==> config.mk <==
export PLATFORM = sky130hd
export DESIGN_NAME = tsq_timing
export DESIGN_NICKNAME = d
export VERILOG_FILES = /design/src/design/tsq_pkg.sv /design/src/design/tsq_delay_line.sv /design/src/design/tsq_timing.sv
export VERILOG_INCLUDE_DIRS = /design/src /design/src/design
export SDC_FILE = /design/constraint.sdc
export NUM_CORES = 1
export LEC_CHECK = 0
export ABC_AREA = 1
export BUFFER_PORTS_ARGS = -buffer_cell sky130_fd_sc_hd__buf_4
export CAP_MARGIN = 20
export CORE_ASPECT_RATIO = 1.5
export CORE_MARGIN = 2
export CORE_UTILIZATION = 40
export DETAILED_ROUTE_END_ITERATION = 7
export GPL_ROUTABILITY_DRIVEN = 0
export PLACE_DENSITY = 0.58
export RECOVER_POWER = 100
export SLEW_MARGIN = 5
export SYNTH_ARGS = -nofsm -noshare
export SYNTH_HDL_FRONTEND = slang
export SYNTH_SLANG_ARGS = --single-unit
==> constraint.sdc <==
create_clock -name aclk -period 6 [get_ports aclk]
set_input_delay 0.6 -clock aclk [delete_from_list [all_inputs] [get_ports aclk]]
set_output_delay 0.6 -clock aclk [all_outputs]
set_load 0.1 [all_outputs]
==> src/design/tsq_defs.svh <==
// constants for the raster timing sequencer: offsets, reset values, timing
`ifndef TSQ_DEFS_SVH
`define TSQ_DEFS_SVH

// register indices; byte address is four times the index
`define TSQ_IDX_HALFSYNC    10'h021
`define TSQ_IDX_BACKPORCH   10'h022
`define TSQ_IDX_DISPLAY     10'h023
`define TSQ_IDX_SHORTDISP   10'h024
`define TSQ_IDX_BROADPULSE  10'h025
`define TSQ_IDX_VSYNC       10'h026
`define TSQ_IDX_VPREEQ      10'h027
`define TSQ_IDX_VPOSTEQ     10'h028
`define TSQ_IDX_VBLANK      10'h029
`define TSQ_IDX_VDISPLAY    10'h02A
`define TSQ_IDX_LINETIME    10'h02B
`define TSQ_IDX_LINESTART   10'h02C
`define TSQ_IDX_MEMINIT     10'h02D
`define TSQ_IDX_XFERDELAY   10'h02E
`define TSQ_NUM_PRM         14
`define TSQ_IDX_CTRLA       10'h060
`define TSQ_IDX_CTRLB       10'h070
`define TSQ_IDX_STATUS      10'h090
`define TSQ_IDX_MASK        10'h091

// reset values
`define TSQ_CTRLA_RST       24'h000000
`define TSQ_PRM_RST         16'h0000
`define TSQ_SYNC_IDLE       3'h1

// status bits: frame flyback entered, transfer issued
`define TSQ_STS_W           2
`define TSQ_STS_FRAME       0
`define TSQ_STS_XFER        1

// bus responses
`define TSQ_RESP_OKAY       2'h0
`define TSQ_RESP_SLVERR     2'h2
`define TSQ_RESP_DECERR     2'h3

// transfer strobe to request release, in aclk cycles
`define TSQ_REQ_HOLD        1

`endif

==> src/design/tsq_pkg.sv <==
// types shared by the raster timing sequencer modules
package tsq_pkg;

	typedef enum {V_PRE, V_SYNC, V_POST, V_BLANK, V_DISP} tsq_vst_e;

	// control register A, bit 0 at the bottom
	typedef struct packed {
		logic       cursor_off;
		logic [2:0] bpp;
		logic       delayed_samp;
		logic       interleave;
		logic [2:0] sync_delay;
		logic       dma_off;
		logic [1:0] vram_inc;
		logic       blank_off;
		logic       force_blank;
		logic       blank_sw;
		logic       blank_io;
		logic       pedestal;
		logic       video_only;
		logic       sep_sync;
		logic       plain_sync;
		logic       slave;
		logic       ccir;
		logic       interlace;
		logic       enable;
	} tsq_ctrl_s;

	typedef struct packed {
		logic csync_low;
		logic vsync_low;
		logic blank;
	} tsq_sync_s;

	typedef logic [15:0] tsq_param_t;

endpackage

==> src/design/tsq_delay_line.sv <==
// programmable delay for the sync and blank outputs
`timescale 1ns/1ns
`include "tsq_defs.svh"

module tsq_delay_line #(
	parameter int DEPTH = 8
) (
	input  wire logic              aclk,
	input  wire logic              aresetn,
	input  wire logic [2:0]        sel,
	input  tsq_pkg::tsq_sync_s     d,
	output tsq_pkg::tsq_sync_s     q
);
	import tsq_pkg::*;

	tsq_sync_s pipe_reg [DEPTH];
	tsq_sync_s q_reg;

	// shift chain, idle value is blanked with syncs high
	always_ff @(posedge aclk) begin
		if (!aresetn) begin
			for (int i = 0; i < DEPTH; i++) begin
				pipe_reg[i] <= `TSQ_SYNC_IDLE;
			end
		end else begin
			pipe_reg[0] <= d;
			for (int i = 1; i < DEPTH; i++) begin
				pipe_reg[i] <= pipe_reg[i-1];
			end
		end
	end

	// tap select: sel extra cycles beyond the output flop
	always_ff @(posedge aclk) begin
		if (!aresetn) begin
			q_reg <= `TSQ_SYNC_IDLE;
		end else if (sel == 3'h0) begin
			q_reg <= d;
		end else begin
			q_reg <= pipe_reg[sel - 3'h1];
		end
	end

	assign q = q_reg;
endmodule

==> src/design/tsq_timing.sv <==
// raster timing sequencer with AXI4-Lite register access
`timescale 1ns/1ns
`include "tsq_defs.svh"

module tsq_timing (
	input  wire logic        aclk,
	input  wire logic        aresetn,
	input  wire logic [11:0] s_axi_awaddr,
	input  wire logic        s_axi_awvalid,
	output logic             s_axi_awready,
	input  wire logic [31:0] s_axi_wdata,
	input  wire logic [3:0]  s_axi_wstrb,
	input  wire logic        s_axi_wvalid,
	output logic             s_axi_wready,
	output logic [1:0]       s_axi_bresp,
	output logic             s_axi_bvalid,
	input  wire logic        s_axi_bready,
	input  wire logic [11:0] s_axi_araddr,
	input  wire logic        s_axi_arvalid,
	output logic             s_axi_arready,
	output logic [31:0]      s_axi_rdata,
	output logic [1:0]       s_axi_rresp,
	output logic             s_axi_rvalid,
	input  wire logic        s_axi_rready,
	input  wire logic        ext_hsync_n,
	input  wire logic        ext_vsync_n,
	output logic             csync_n_o,
	output logic             csync_oe_n,
	output logic             vsync_n_o,
	output logic             composite_blank,
	output logic             frame_flyback_flag,
	output logic             field_odd,
	output logic             bus_request_out,
	input  wire logic        bus_granted,
	output logic [1:0]       transfer_strobes,
	output logic [1:0]       shift_clock_gates,
	output logic             irq
);
	import tsq_pkg::*;

	// byte-lane merge for partial writes
	function automatic logic [31:0] merge(input logic [31:0] old, input logic [31:0] nw,
		input logic [3:0] strb);
		logic [31:0] r;
		r = old;
		for (int i = 0; i < 4; i++) begin
			if (strb[i]) r[i*8 +: 8] = nw[i*8 +: 8];
		end
		return r;
	endfunction

	// parameter index test
	function automatic logic is_prm(input logic [9:0] idx);
		return idx >= `TSQ_IDX_HALFSYNC && idx <= `TSQ_IDX_XFERDELAY;
	endfunction

	tsq_ctrl_s                        ctrl_reg;
	logic [`TSQ_NUM_PRM-1:0][15:0]    prm_reg;
	logic [`TSQ_STS_W-1:0]            sts_reg;
	logic [`TSQ_STS_W-1:0]            mask_reg;
	logic [`TSQ_STS_W-1:0]            sts_ev;
	logic                             aw_have_reg;
	logic                             w_have_reg;
	logic [9:0]                       aw_idx_reg;
	logic [31:0]                      w_data_reg;
	logic [3:0]                       w_strb_reg;
	logic                             bvalid_reg;
	logic [1:0]                       bresp_reg;
	logic                             rvalid_reg;
	logic [1:0]                       rresp_reg;
	logic [31:0]                      rdata_reg;
	logic                             wr_go;
	logic                             rd_go;
	logic [9:0]                       ar_idx;
	logic                             sts_rd;

	tsq_param_t hs, bp, disp, broad, lt, meminit, tdelay;
	tsq_param_t vlimit, hs2, period, vnext, tpoint;
	tsq_vst_e   vstate_reg;
	tsq_param_t hpos_reg;
	tsq_param_t vcount_reg;
	logic       field_reg;
	logic       half_line, line_end, hbl, run;
	logic       hs_prev_reg, vs_prev_reg, hs_fall, vs_fall;
	tsq_sync_s  raw, dly;
	logic       bus_request_out_reg, xfer_reg, bank_reg, trig;
	logic [1:0] gates_reg;
	logic       flag_reg, act;

	// ---------------- register bus ----------------
	assign s_axi_awready = !aw_have_reg;
	assign s_axi_wready  = !w_have_reg;
	assign s_axi_bvalid  = bvalid_reg;
	assign s_axi_bresp   = bresp_reg;
	assign s_axi_arready = !rvalid_reg;
	assign s_axi_rvalid  = rvalid_reg;
	assign s_axi_rresp   = rresp_reg;
	assign s_axi_rdata   = rdata_reg;
	assign wr_go         = aw_have_reg && w_have_reg && !bvalid_reg;
	assign rd_go         = s_axi_arvalid && !rvalid_reg;
	assign ar_idx        = s_axi_araddr[11:2];
	assign sts_rd        = rd_go && ar_idx == `TSQ_IDX_STATUS;

	// address and data latches, taken in either order
	always_ff @(posedge aclk) begin
		if (!aresetn) begin
			aw_have_reg <= 1'b0;
			w_have_reg  <= 1'b0;
			aw_idx_reg  <= 10'h000;
			w_data_reg  <= 32'h00000000;
			w_strb_reg  <= 4'h0;
		end else begin
			if (s_axi_awvalid && !aw_have_reg) begin
				aw_have_reg <= 1'b1;
				aw_idx_reg  <= s_axi_awaddr[11:2];
			end else if (wr_go) begin
				aw_have_reg <= 1'b0;
			end
			if (s_axi_wvalid && !w_have_reg) begin
				w_have_reg <= 1'b1;
				w_data_reg <= s_axi_wdata;
				w_strb_reg <= s_axi_wstrb;
			end else if (wr_go) begin
				w_have_reg <= 1'b0;
			end
		end
	end

	// register writes and write response
	always_ff @(posedge aclk) begin
		if (!aresetn) begin
			ctrl_reg   <= `TSQ_CTRLA_RST;
			prm_reg    <= '0;
			mask_reg   <= '0;
			bvalid_reg <= 1'b0;
			bresp_reg  <= `TSQ_RESP_OKAY;
		end else if (wr_go) begin
			bvalid_reg <= 1'b1;
			bresp_reg  <= `TSQ_RESP_OKAY;
			if (is_prm(aw_idx_reg)) begin
				if (ctrl_reg.enable) begin
					bresp_reg <= `TSQ_RESP_SLVERR;
				end else begin
					// screen description loaded by the host while stopped
					prm_reg[aw_idx_reg - `TSQ_IDX_HALFSYNC] <=
						16'(merge({16'h0000, prm_reg[aw_idx_reg - `TSQ_IDX_HALFSYNC]},
						w_data_reg, w_strb_reg));
				end
			end else if (aw_idx_reg == `TSQ_IDX_CTRLA) begin
				ctrl_reg <= 24'(merge({8'h00, ctrl_reg}, w_data_reg, w_strb_reg));
			end else if (aw_idx_reg == `TSQ_IDX_MASK) begin
				mask_reg <= `TSQ_STS_W'(merge({30'h0, mask_reg}, w_data_reg, w_strb_reg));
			end else if (aw_idx_reg != `TSQ_IDX_CTRLB && aw_idx_reg != `TSQ_IDX_STATUS) begin
				bresp_reg <= `TSQ_RESP_DECERR;
			end
		end else if (s_axi_bready) begin
			bvalid_reg <= 1'b0;
		end
	end

	// read data and read response
	always_ff @(posedge aclk) begin
		if (!aresetn) begin
			rvalid_reg <= 1'b0;
			rresp_reg  <= `TSQ_RESP_OKAY;
			rdata_reg  <= 32'h00000000;
		end else if (rd_go) begin
			rvalid_reg <= 1'b1;
			rresp_reg  <= `TSQ_RESP_OKAY;
			rdata_reg  <= 32'h00000000;
			if (is_prm(ar_idx)) begin
				if (ctrl_reg.enable) rresp_reg <= `TSQ_RESP_SLVERR;
				else rdata_reg <= {16'h0000, prm_reg[ar_idx - `TSQ_IDX_HALFSYNC]};
			end else if (ar_idx == `TSQ_IDX_CTRLA) begin
				rdata_reg <= {8'h00, ctrl_reg};
			end else if (ar_idx == `TSQ_IDX_STATUS) begin
				rdata_reg <= {30'h0, sts_reg};
			end else if (ar_idx == `TSQ_IDX_MASK) begin
				rdata_reg <= {30'h0, mask_reg};
			end else if (ar_idx != `TSQ_IDX_CTRLB) begin
				rresp_reg <= `TSQ_RESP_DECERR;
			end
		end else if (s_axi_rready) begin
			rvalid_reg <= 1'b0;
		end
	end

	// sticky status, cleared by read, a new event wins
	always_ff @(posedge aclk) begin
		if (!aresetn) sts_reg <= '0;
		else sts_reg <= (sts_reg & ~{`TSQ_STS_W{sts_rd}}) | sts_ev;
	end

	assign irq = |(sts_reg & mask_reg);

	// ---------------- timing sequencer ----------------
	assign run     = ctrl_reg.enable;
	assign hs      = prm_reg[`TSQ_IDX_HALFSYNC - `TSQ_IDX_HALFSYNC];
	assign bp      = prm_reg[`TSQ_IDX_BACKPORCH - `TSQ_IDX_HALFSYNC];
	assign disp    = prm_reg[`TSQ_IDX_DISPLAY - `TSQ_IDX_HALFSYNC];
	assign broad   = prm_reg[`TSQ_IDX_BROADPULSE - `TSQ_IDX_HALFSYNC];
	assign lt      = prm_reg[`TSQ_IDX_LINETIME - `TSQ_IDX_HALFSYNC];
	assign meminit = prm_reg[`TSQ_IDX_MEMINIT - `TSQ_IDX_HALFSYNC];
	assign tdelay  = prm_reg[`TSQ_IDX_XFERDELAY - `TSQ_IDX_HALFSYNC];
	assign hs2     = {hs[14:0], 1'b0};

	// vertical limit of the current phase, in half lines
	always_comb begin
		unique case (vstate_reg)
			V_PRE:   vlimit = prm_reg[`TSQ_IDX_VPREEQ - `TSQ_IDX_HALFSYNC];
			V_SYNC:  vlimit = prm_reg[`TSQ_IDX_VSYNC - `TSQ_IDX_HALFSYNC];
			V_POST:  vlimit = prm_reg[`TSQ_IDX_VPOSTEQ - `TSQ_IDX_HALFSYNC];
			V_BLANK: vlimit = prm_reg[`TSQ_IDX_VBLANK - `TSQ_IDX_HALFSYNC];
			V_DISP:  vlimit = prm_reg[`TSQ_IDX_VDISPLAY - `TSQ_IDX_HALFSYNC];
		endcase
	end

	// half-line periods in the pre-equalising, sync and post-equalising phases and the odd last line of an interlaced field
	assign half_line = vstate_reg inside {V_PRE, V_SYNC, V_POST} ||
		(vstate_reg == V_DISP && ctrl_reg.interlace && vcount_reg + 16'h0001 == vlimit);
	assign period    = half_line ? {1'b0, lt[15:1]} : lt;
	assign line_end  = hpos_reg >= period - 16'h0001;
	assign vnext     = vcount_reg + (half_line ? 16'h0001 : 16'h0002);
	assign hs_fall   = hs_prev_reg && !ext_hsync_n;
	assign vs_fall   = vs_prev_reg && !ext_vsync_n;

	// external sync edge detection
	always_ff @(posedge aclk) begin
		if (!aresetn) begin
			hs_prev_reg <= 1'b1;
			vs_prev_reg <= 1'b1;
		end else begin
			hs_prev_reg <= ext_hsync_n;
			vs_prev_reg <= ext_vsync_n;
		end
	end

	// horizontal position, one screen unit per clock
	always_ff @(posedge aclk) begin
		if (!aresetn || !run) hpos_reg <= 16'h0000;
		else if (ctrl_reg.slave && hs_fall) hpos_reg <= 16'h0000;
		else if (line_end) hpos_reg <= 16'h0000;
		else hpos_reg <= hpos_reg + 16'h0001;
	end

	// vertical phase walk in half lines
	always_ff @(posedge aclk) begin
		if (!aresetn || !run) begin
			vstate_reg <= V_PRE;
			vcount_reg <= 16'h0000;
			field_reg  <= 1'b0;
		end else if (ctrl_reg.slave && vs_fall) begin
			vstate_reg <= V_PRE;
			vcount_reg <= 16'h0000;
			field_reg  <= !field_reg;
		end else if (line_end) begin
			if (vnext >= vlimit) begin
				vcount_reg <= 16'h0000;
				unique case (vstate_reg)
					V_PRE:   vstate_reg <= V_SYNC;
					V_SYNC:  vstate_reg <= V_POST;
					V_POST:  vstate_reg <= V_BLANK;
					V_BLANK: vstate_reg <= V_DISP;
					V_DISP: begin
						vstate_reg <= V_PRE;
						field_reg  <= ctrl_reg.interlace && !field_reg;
					end
				endcase
			end else begin
				vcount_reg <= vnext;
			end
		end
	end

	assign field_odd = field_reg ^ ctrl_reg.ccir;
	assign sts_ev    = {xfer_reg, run && line_end && vstate_reg == V_DISP && vnext >= vlimit};

	// horizontal flyback of a full line
	assign hbl = hpos_reg < hs2 + bp || hpos_reg >= hs2 + bp + disp;

	// raw sync and blank waveforms
	always_comb begin
		raw.vsync_low = run && vstate_reg == V_SYNC;
		if (!run) raw.csync_low = 1'b0;
		else if (ctrl_reg.sep_sync) raw.csync_low = hpos_reg < hs2;
		else begin
			unique case (vstate_reg)
				V_PRE, V_POST: raw.csync_low = hpos_reg < hs;
				V_SYNC: raw.csync_low = ctrl_reg.plain_sync || hpos_reg < broad;
				V_BLANK, V_DISP: raw.csync_low = hpos_reg < hs2;
			endcase
		end
		raw.blank = !run || ctrl_reg.force_blank ||
			(!ctrl_reg.blank_off && (vstate_reg != V_DISP || hbl));
	end

	tsq_delay_line #(
		.DEPTH (8)
	) u_delay (
		.aclk    (aclk),
		.aresetn (aresetn),
		.sel     (ctrl_reg.sync_delay),
		.d       (raw),
		.q       (dly)
	);

	// pins; in slave mode the sync pin is released
	assign csync_n_o       = !dly.csync_low;
	assign vsync_n_o       = !dly.vsync_low;
	assign csync_oe_n      = ctrl_reg.slave;
	assign composite_blank = dly.blank;

	// frame flyback flag
	always_ff @(posedge aclk) begin
		if (!aresetn) flag_reg <= 1'b1;
		else flag_reg <= !run || vstate_reg != V_DISP;
	end

	assign frame_flyback_flag = flag_reg;

	// reload point: meminit before the first line, back porch minus delay after
	assign tpoint = vstate_reg == V_BLANK ? meminit : hs2 + bp - tdelay;
	assign trig   = run && !ctrl_reg.dma_off && !half_line && hpos_reg == tpoint &&
		(vstate_reg == V_DISP || (vstate_reg == V_BLANK && vnext >= vlimit));

	// bus request, transfer strobe, bank toggle
	always_ff @(posedge aclk) begin
		if (!aresetn || !run) begin
			bus_request_out_reg <= 1'b0;
			xfer_reg   <= 1'b0;
			bank_reg   <= 1'b0;
		end else begin
			xfer_reg <= bus_request_out_reg && bus_granted && !xfer_reg;
			if (xfer_reg) begin
				bus_request_out_reg <= 1'b0;
				bank_reg   <= !bank_reg;
			end else if (trig) begin
				bus_request_out_reg <= 1'b1;
			end
		end
	end

	assign bus_request_out  = bus_request_out_reg;
	assign transfer_strobes = {2{xfer_reg}} & (bank_reg ? 2'b10 : 2'b01);

	// shift clocks run on the last loaded bank during visible pixels
	assign act = run && vstate_reg == V_DISP && !hbl;

	always_ff @(posedge aclk) begin
		if (!aresetn) gates_reg <= 2'h0;
		else gates_reg <= {2{act}} & (bank_reg ? 2'b01 : 2'b10);
	end

	assign shift_clock_gates = gates_reg;
endmodule

==> metrics.csv <==
stage,metric,value,unit
outcome,status,"complete, but fails checks",
outcome,failing checks,"capacitance limit, slew limit",
clock_network,htree depth,2,
critical_path,CP max-delay cell,ha_1,
min_path,Worst Hold Depth,3,
global_route,first-pass GRT wire length,155,mm
sta,crit path time final,5820,ps
sta,max-slew violations,177,
routing,final wirelength,105,mm
global_route,initial antenna violation count,2,
placed_design,post-DP HPWL,76.7,mm
clock_network,# hold bufs at CTS,0,
yosys,cell count after synthesis,3822,
clock_network,Inserted Clock Buffers,41,
critical_path,Critical R2R Capture,lt[9],
min_path,hold path start,ext_hsync_n,
sta,normalized max-slew margin,-124,%
min_path,Hold Path End,hs_prev_reg,
global_route,met3 Use GR,4.48,%
power,PnR Total Power,6190,µW
critical_path,crit-path leading delay family,buffers and inverters,
critical_path,reg2reg path depth,12,
clock_network,CTS Root Cell,clkbuf_16,
clock_network,clock latency on the worst-skew pair,590,ps
finish,layout cell share with drive strength beyond 1,6.59,%
critical_path,Worst EP arrival,6300,ps
power,Seq pwr share,43.0,%
power,Pleak,0.0118,µW
yosys,cell with the most instances after synthesis,a21oi_1,
sta,clock skew,31.9,ps
yosys,Commonest cells post-synth,"a21oi_1 (618), nand2_1 (560), o21ai_0 (527)",
routing,First-pass DRT Iterations,6,
critical_path,crit-path cells,"inv_1, ha_1, inv_1, clkbuf_2, a21oi_1, o21ai_0, a21oi_1, nor2_1, a41oi_1, clkbuf_1, o21ai_0, a21oi_1",
critical_path,CP Class,flop to flop,
finish,area delta synth->final,10.5,%
die,I/O pin total,123,
placed_design,Post-DP Area,27000,µm²
power,Int Pwr,4220,µW
sta,RSZ-0062 raised after global routing,no,
yosys,post-synth top area cell,dfxtp_1,
routing,# DRC,0,
critical_path,FF-to-FF setup slack,180,ps
sta,achievable clock frequency,172,MHz
power,VDD IR max,0.248,mV
die,Die Wd,210,µm
critical_path,Crit. End Element,flop,
global_route,largest net degree at the start of global routing,177,
die,Initial Utilization,40.3,%
die,Die Ht,313,µm
power,Psw,1970,µW
die,core area,63200,µm²
critical_path,Reg2Reg Launch Point,aw_idx_reg[1],
sta,"Hold Vio Cnt, Final",0,
clock_network,Max Buffers Root-to-Sink,3,
routing,drt wl/cell,22.4,µm
critical_path,worst-path fanout max,28,
routing,Via-to-Cell Ratio,5.68,
critical_path,Worst Path Buf+Inv,4,
power,power per cell area,220,nW/µm²
global_route,M1 GR Usage,35.9,%
sta,Final setup viols,0,
placed_design,PortBufs,101,
routing,total number of vias,26600,
die,FP Rows,113,
yosys,share of the synthesized area in the top cell type,30.8,%
routing,Antenna Nets Post-Route,0,
placed_design,dpl cells,4601,
yosys,synthesized area,25500,µm²
clock_network,# clock sinks,392,
die,DIE AREA,65700,µm²
yosys,asr flop ratio synth,0,%
critical_path,most frequent CP cell,a21oi_1,
critical_path,CP Launch Type,flop,
yosys,sequential fraction of the synthesis area,30.8,%
run,MaxCap Viol Count,1,
yosys,largest cells by area after synthesis,"dfxtp_1 (31%), a21oi_1 (12%), o21ai_0 (10%)",
routing,DRT iter0 DRCs,2234,
global_route,grt total ovfl,0,
min_path,hold crit path type,input port to flop,
sta,Tightest Pin Transition,3360,ps
yosys,Post-synth top flop,dfxtp_1,
power,sw frac,31.8,%
finish,final net count,4085,
critical_path,Critical Path Source,aw_idx_reg[1],
critical_path,peak per-stage delay on the critical path,1270,ps
yosys,Synth Register Bits,392,
critical_path,WP data required,6490,ps
finish,fin cells,4676,
global_route,grt peak-use layer,met2,
yosys,syn avg cell area,6.66,µm²
global_route,vias in the first global route,25100,
clock_network,TritonCTS clock tree,done,
yosys,synth warn,0,
sta,fin crit share,96.9,%
yosys,"EDFF count, synth",0,
clock_network,clock-pin transition on the worst setup and hold timing paths,70,ps
power,Clk pwr share,41.2,%
yosys,post-synth cell types,58,
power,Comb power frac,15.8,%
sta,total negative setup slack,0,ps
global_route,All-Layer GR Usage,31.3,%
global_route,Global Route met2 Usage,51.8,%
finish,design area,28100,µm²
finish,max reg flops,112,
-- area by class of cell --
class	count	area, µm²
antenna	1	2.50
clock buffer	59	1170
clock inverter	11	115
fill	6785	35100
inverter	483	1820
multi-input combinational	2733	14900
sequential	392	7850
tap	805	1010
timing repair buffer	192	1250
-- stage by stage --
| step | util [%] | setup slack [ps] | hold slack [ps] |
|---|---|---|---|
| 3_3_place_gp | 42.7 | 500 | 403 |
| 5_1_grt | 44.5 | 3.53 | 218 |
| 4_1_cts | 44.8 | 376 | 194 |
| 2_1_floorplan | - | 1070 | 392 |
| 6_report | 44.5 | 185 | 208 |
| 3_5_place_dp | 42.8 | 374 | 406 |
-- placed cells by master, fill, tap and decap left out, drive strengths merged, types with 12 or more instances in the layout --
cell / n
nor2: 320
inv: 477
clkbuf: 127
xor2: 57
nand3: 171
xnor2: 15
ha: 168
a21oi: 618
nand2: 576
clkinv: 15
nor3: 30
dfxtp: 392
o211ai: 37
o221ai: 22
o311ai: 12
nand4: 29
a211oi: 26
buf: 124
o21ai: 536
a22oi: 18
-- how the worst max path moves through the flow --
stage	cells past startpoint	to	slack, ps
2_1_floorplan	33	vcount_reg[10]	1070
3_3_place_gp	38	bus_request_out	500
3_5_place_dp	35	bus_request_out	370
4_1_cts	38	bus_request_out	380
5_1_grt	38	bus_request_out	4
6_report	12	lt[9]	180
-- power groups by stage --
stage	Clock, µW	Sequential, µW	Combinational (µW)
2_1_floorplan	0	2780	526
3_3_place_gp	0	2720	969
3_5_place_dp	0	2720	974
4_1_cts	2590	2660	976
5_1_grt	2670	2660	1030
6_report	2550	2660	977
-- tightest hold or removal path: stages --
cell	delay, ps
buf_4	80
inv_1	40
nand2_1	40
-- layer usage --
| metal | wire [µm] | part of all wire [%] | vias to the layer above |
|---|---|---|---|
| li1 | - | - | 12900 |
| met1 | 39200 | 37 | 12200 |
| met2 | 47800 | 46 | 1085 |
| met3 | 7450 | 7.1 | 347 |
| met4 | 10300 | 9.8 | 0 |
| met5 | 0 | 0 | - |
-- cell families (layout without fill, tap and decap cells) --
group | Yosys count | in the layout | share of synthesized area (%)
other | 1 | 9 | 0.0147
and+or+nand+nor | 1152 | 1152 | 19.1
DFF | 392 | 392 | 30.8
AOI/OAI and AO/OA | 1325 | 1325 | 28.0
buffers and inverters | 704 | 745 | 10.8
adders and majority gates | 172 | 172 | 8.57
muxes | 4 | 4 | 0.157
xor gates and xnor gates | 72 | 72 | 2.51
-- what timing repair did --
| item | in CTS | in global routing |
|---|---|---|
| gates resized for setup | 0 | 6 |
| endpoints found under the setup margin | 0 | 29 |
| buffers inserted | 0 | 3 |
No activity file was read; power rests on OpenSTA's default activity.
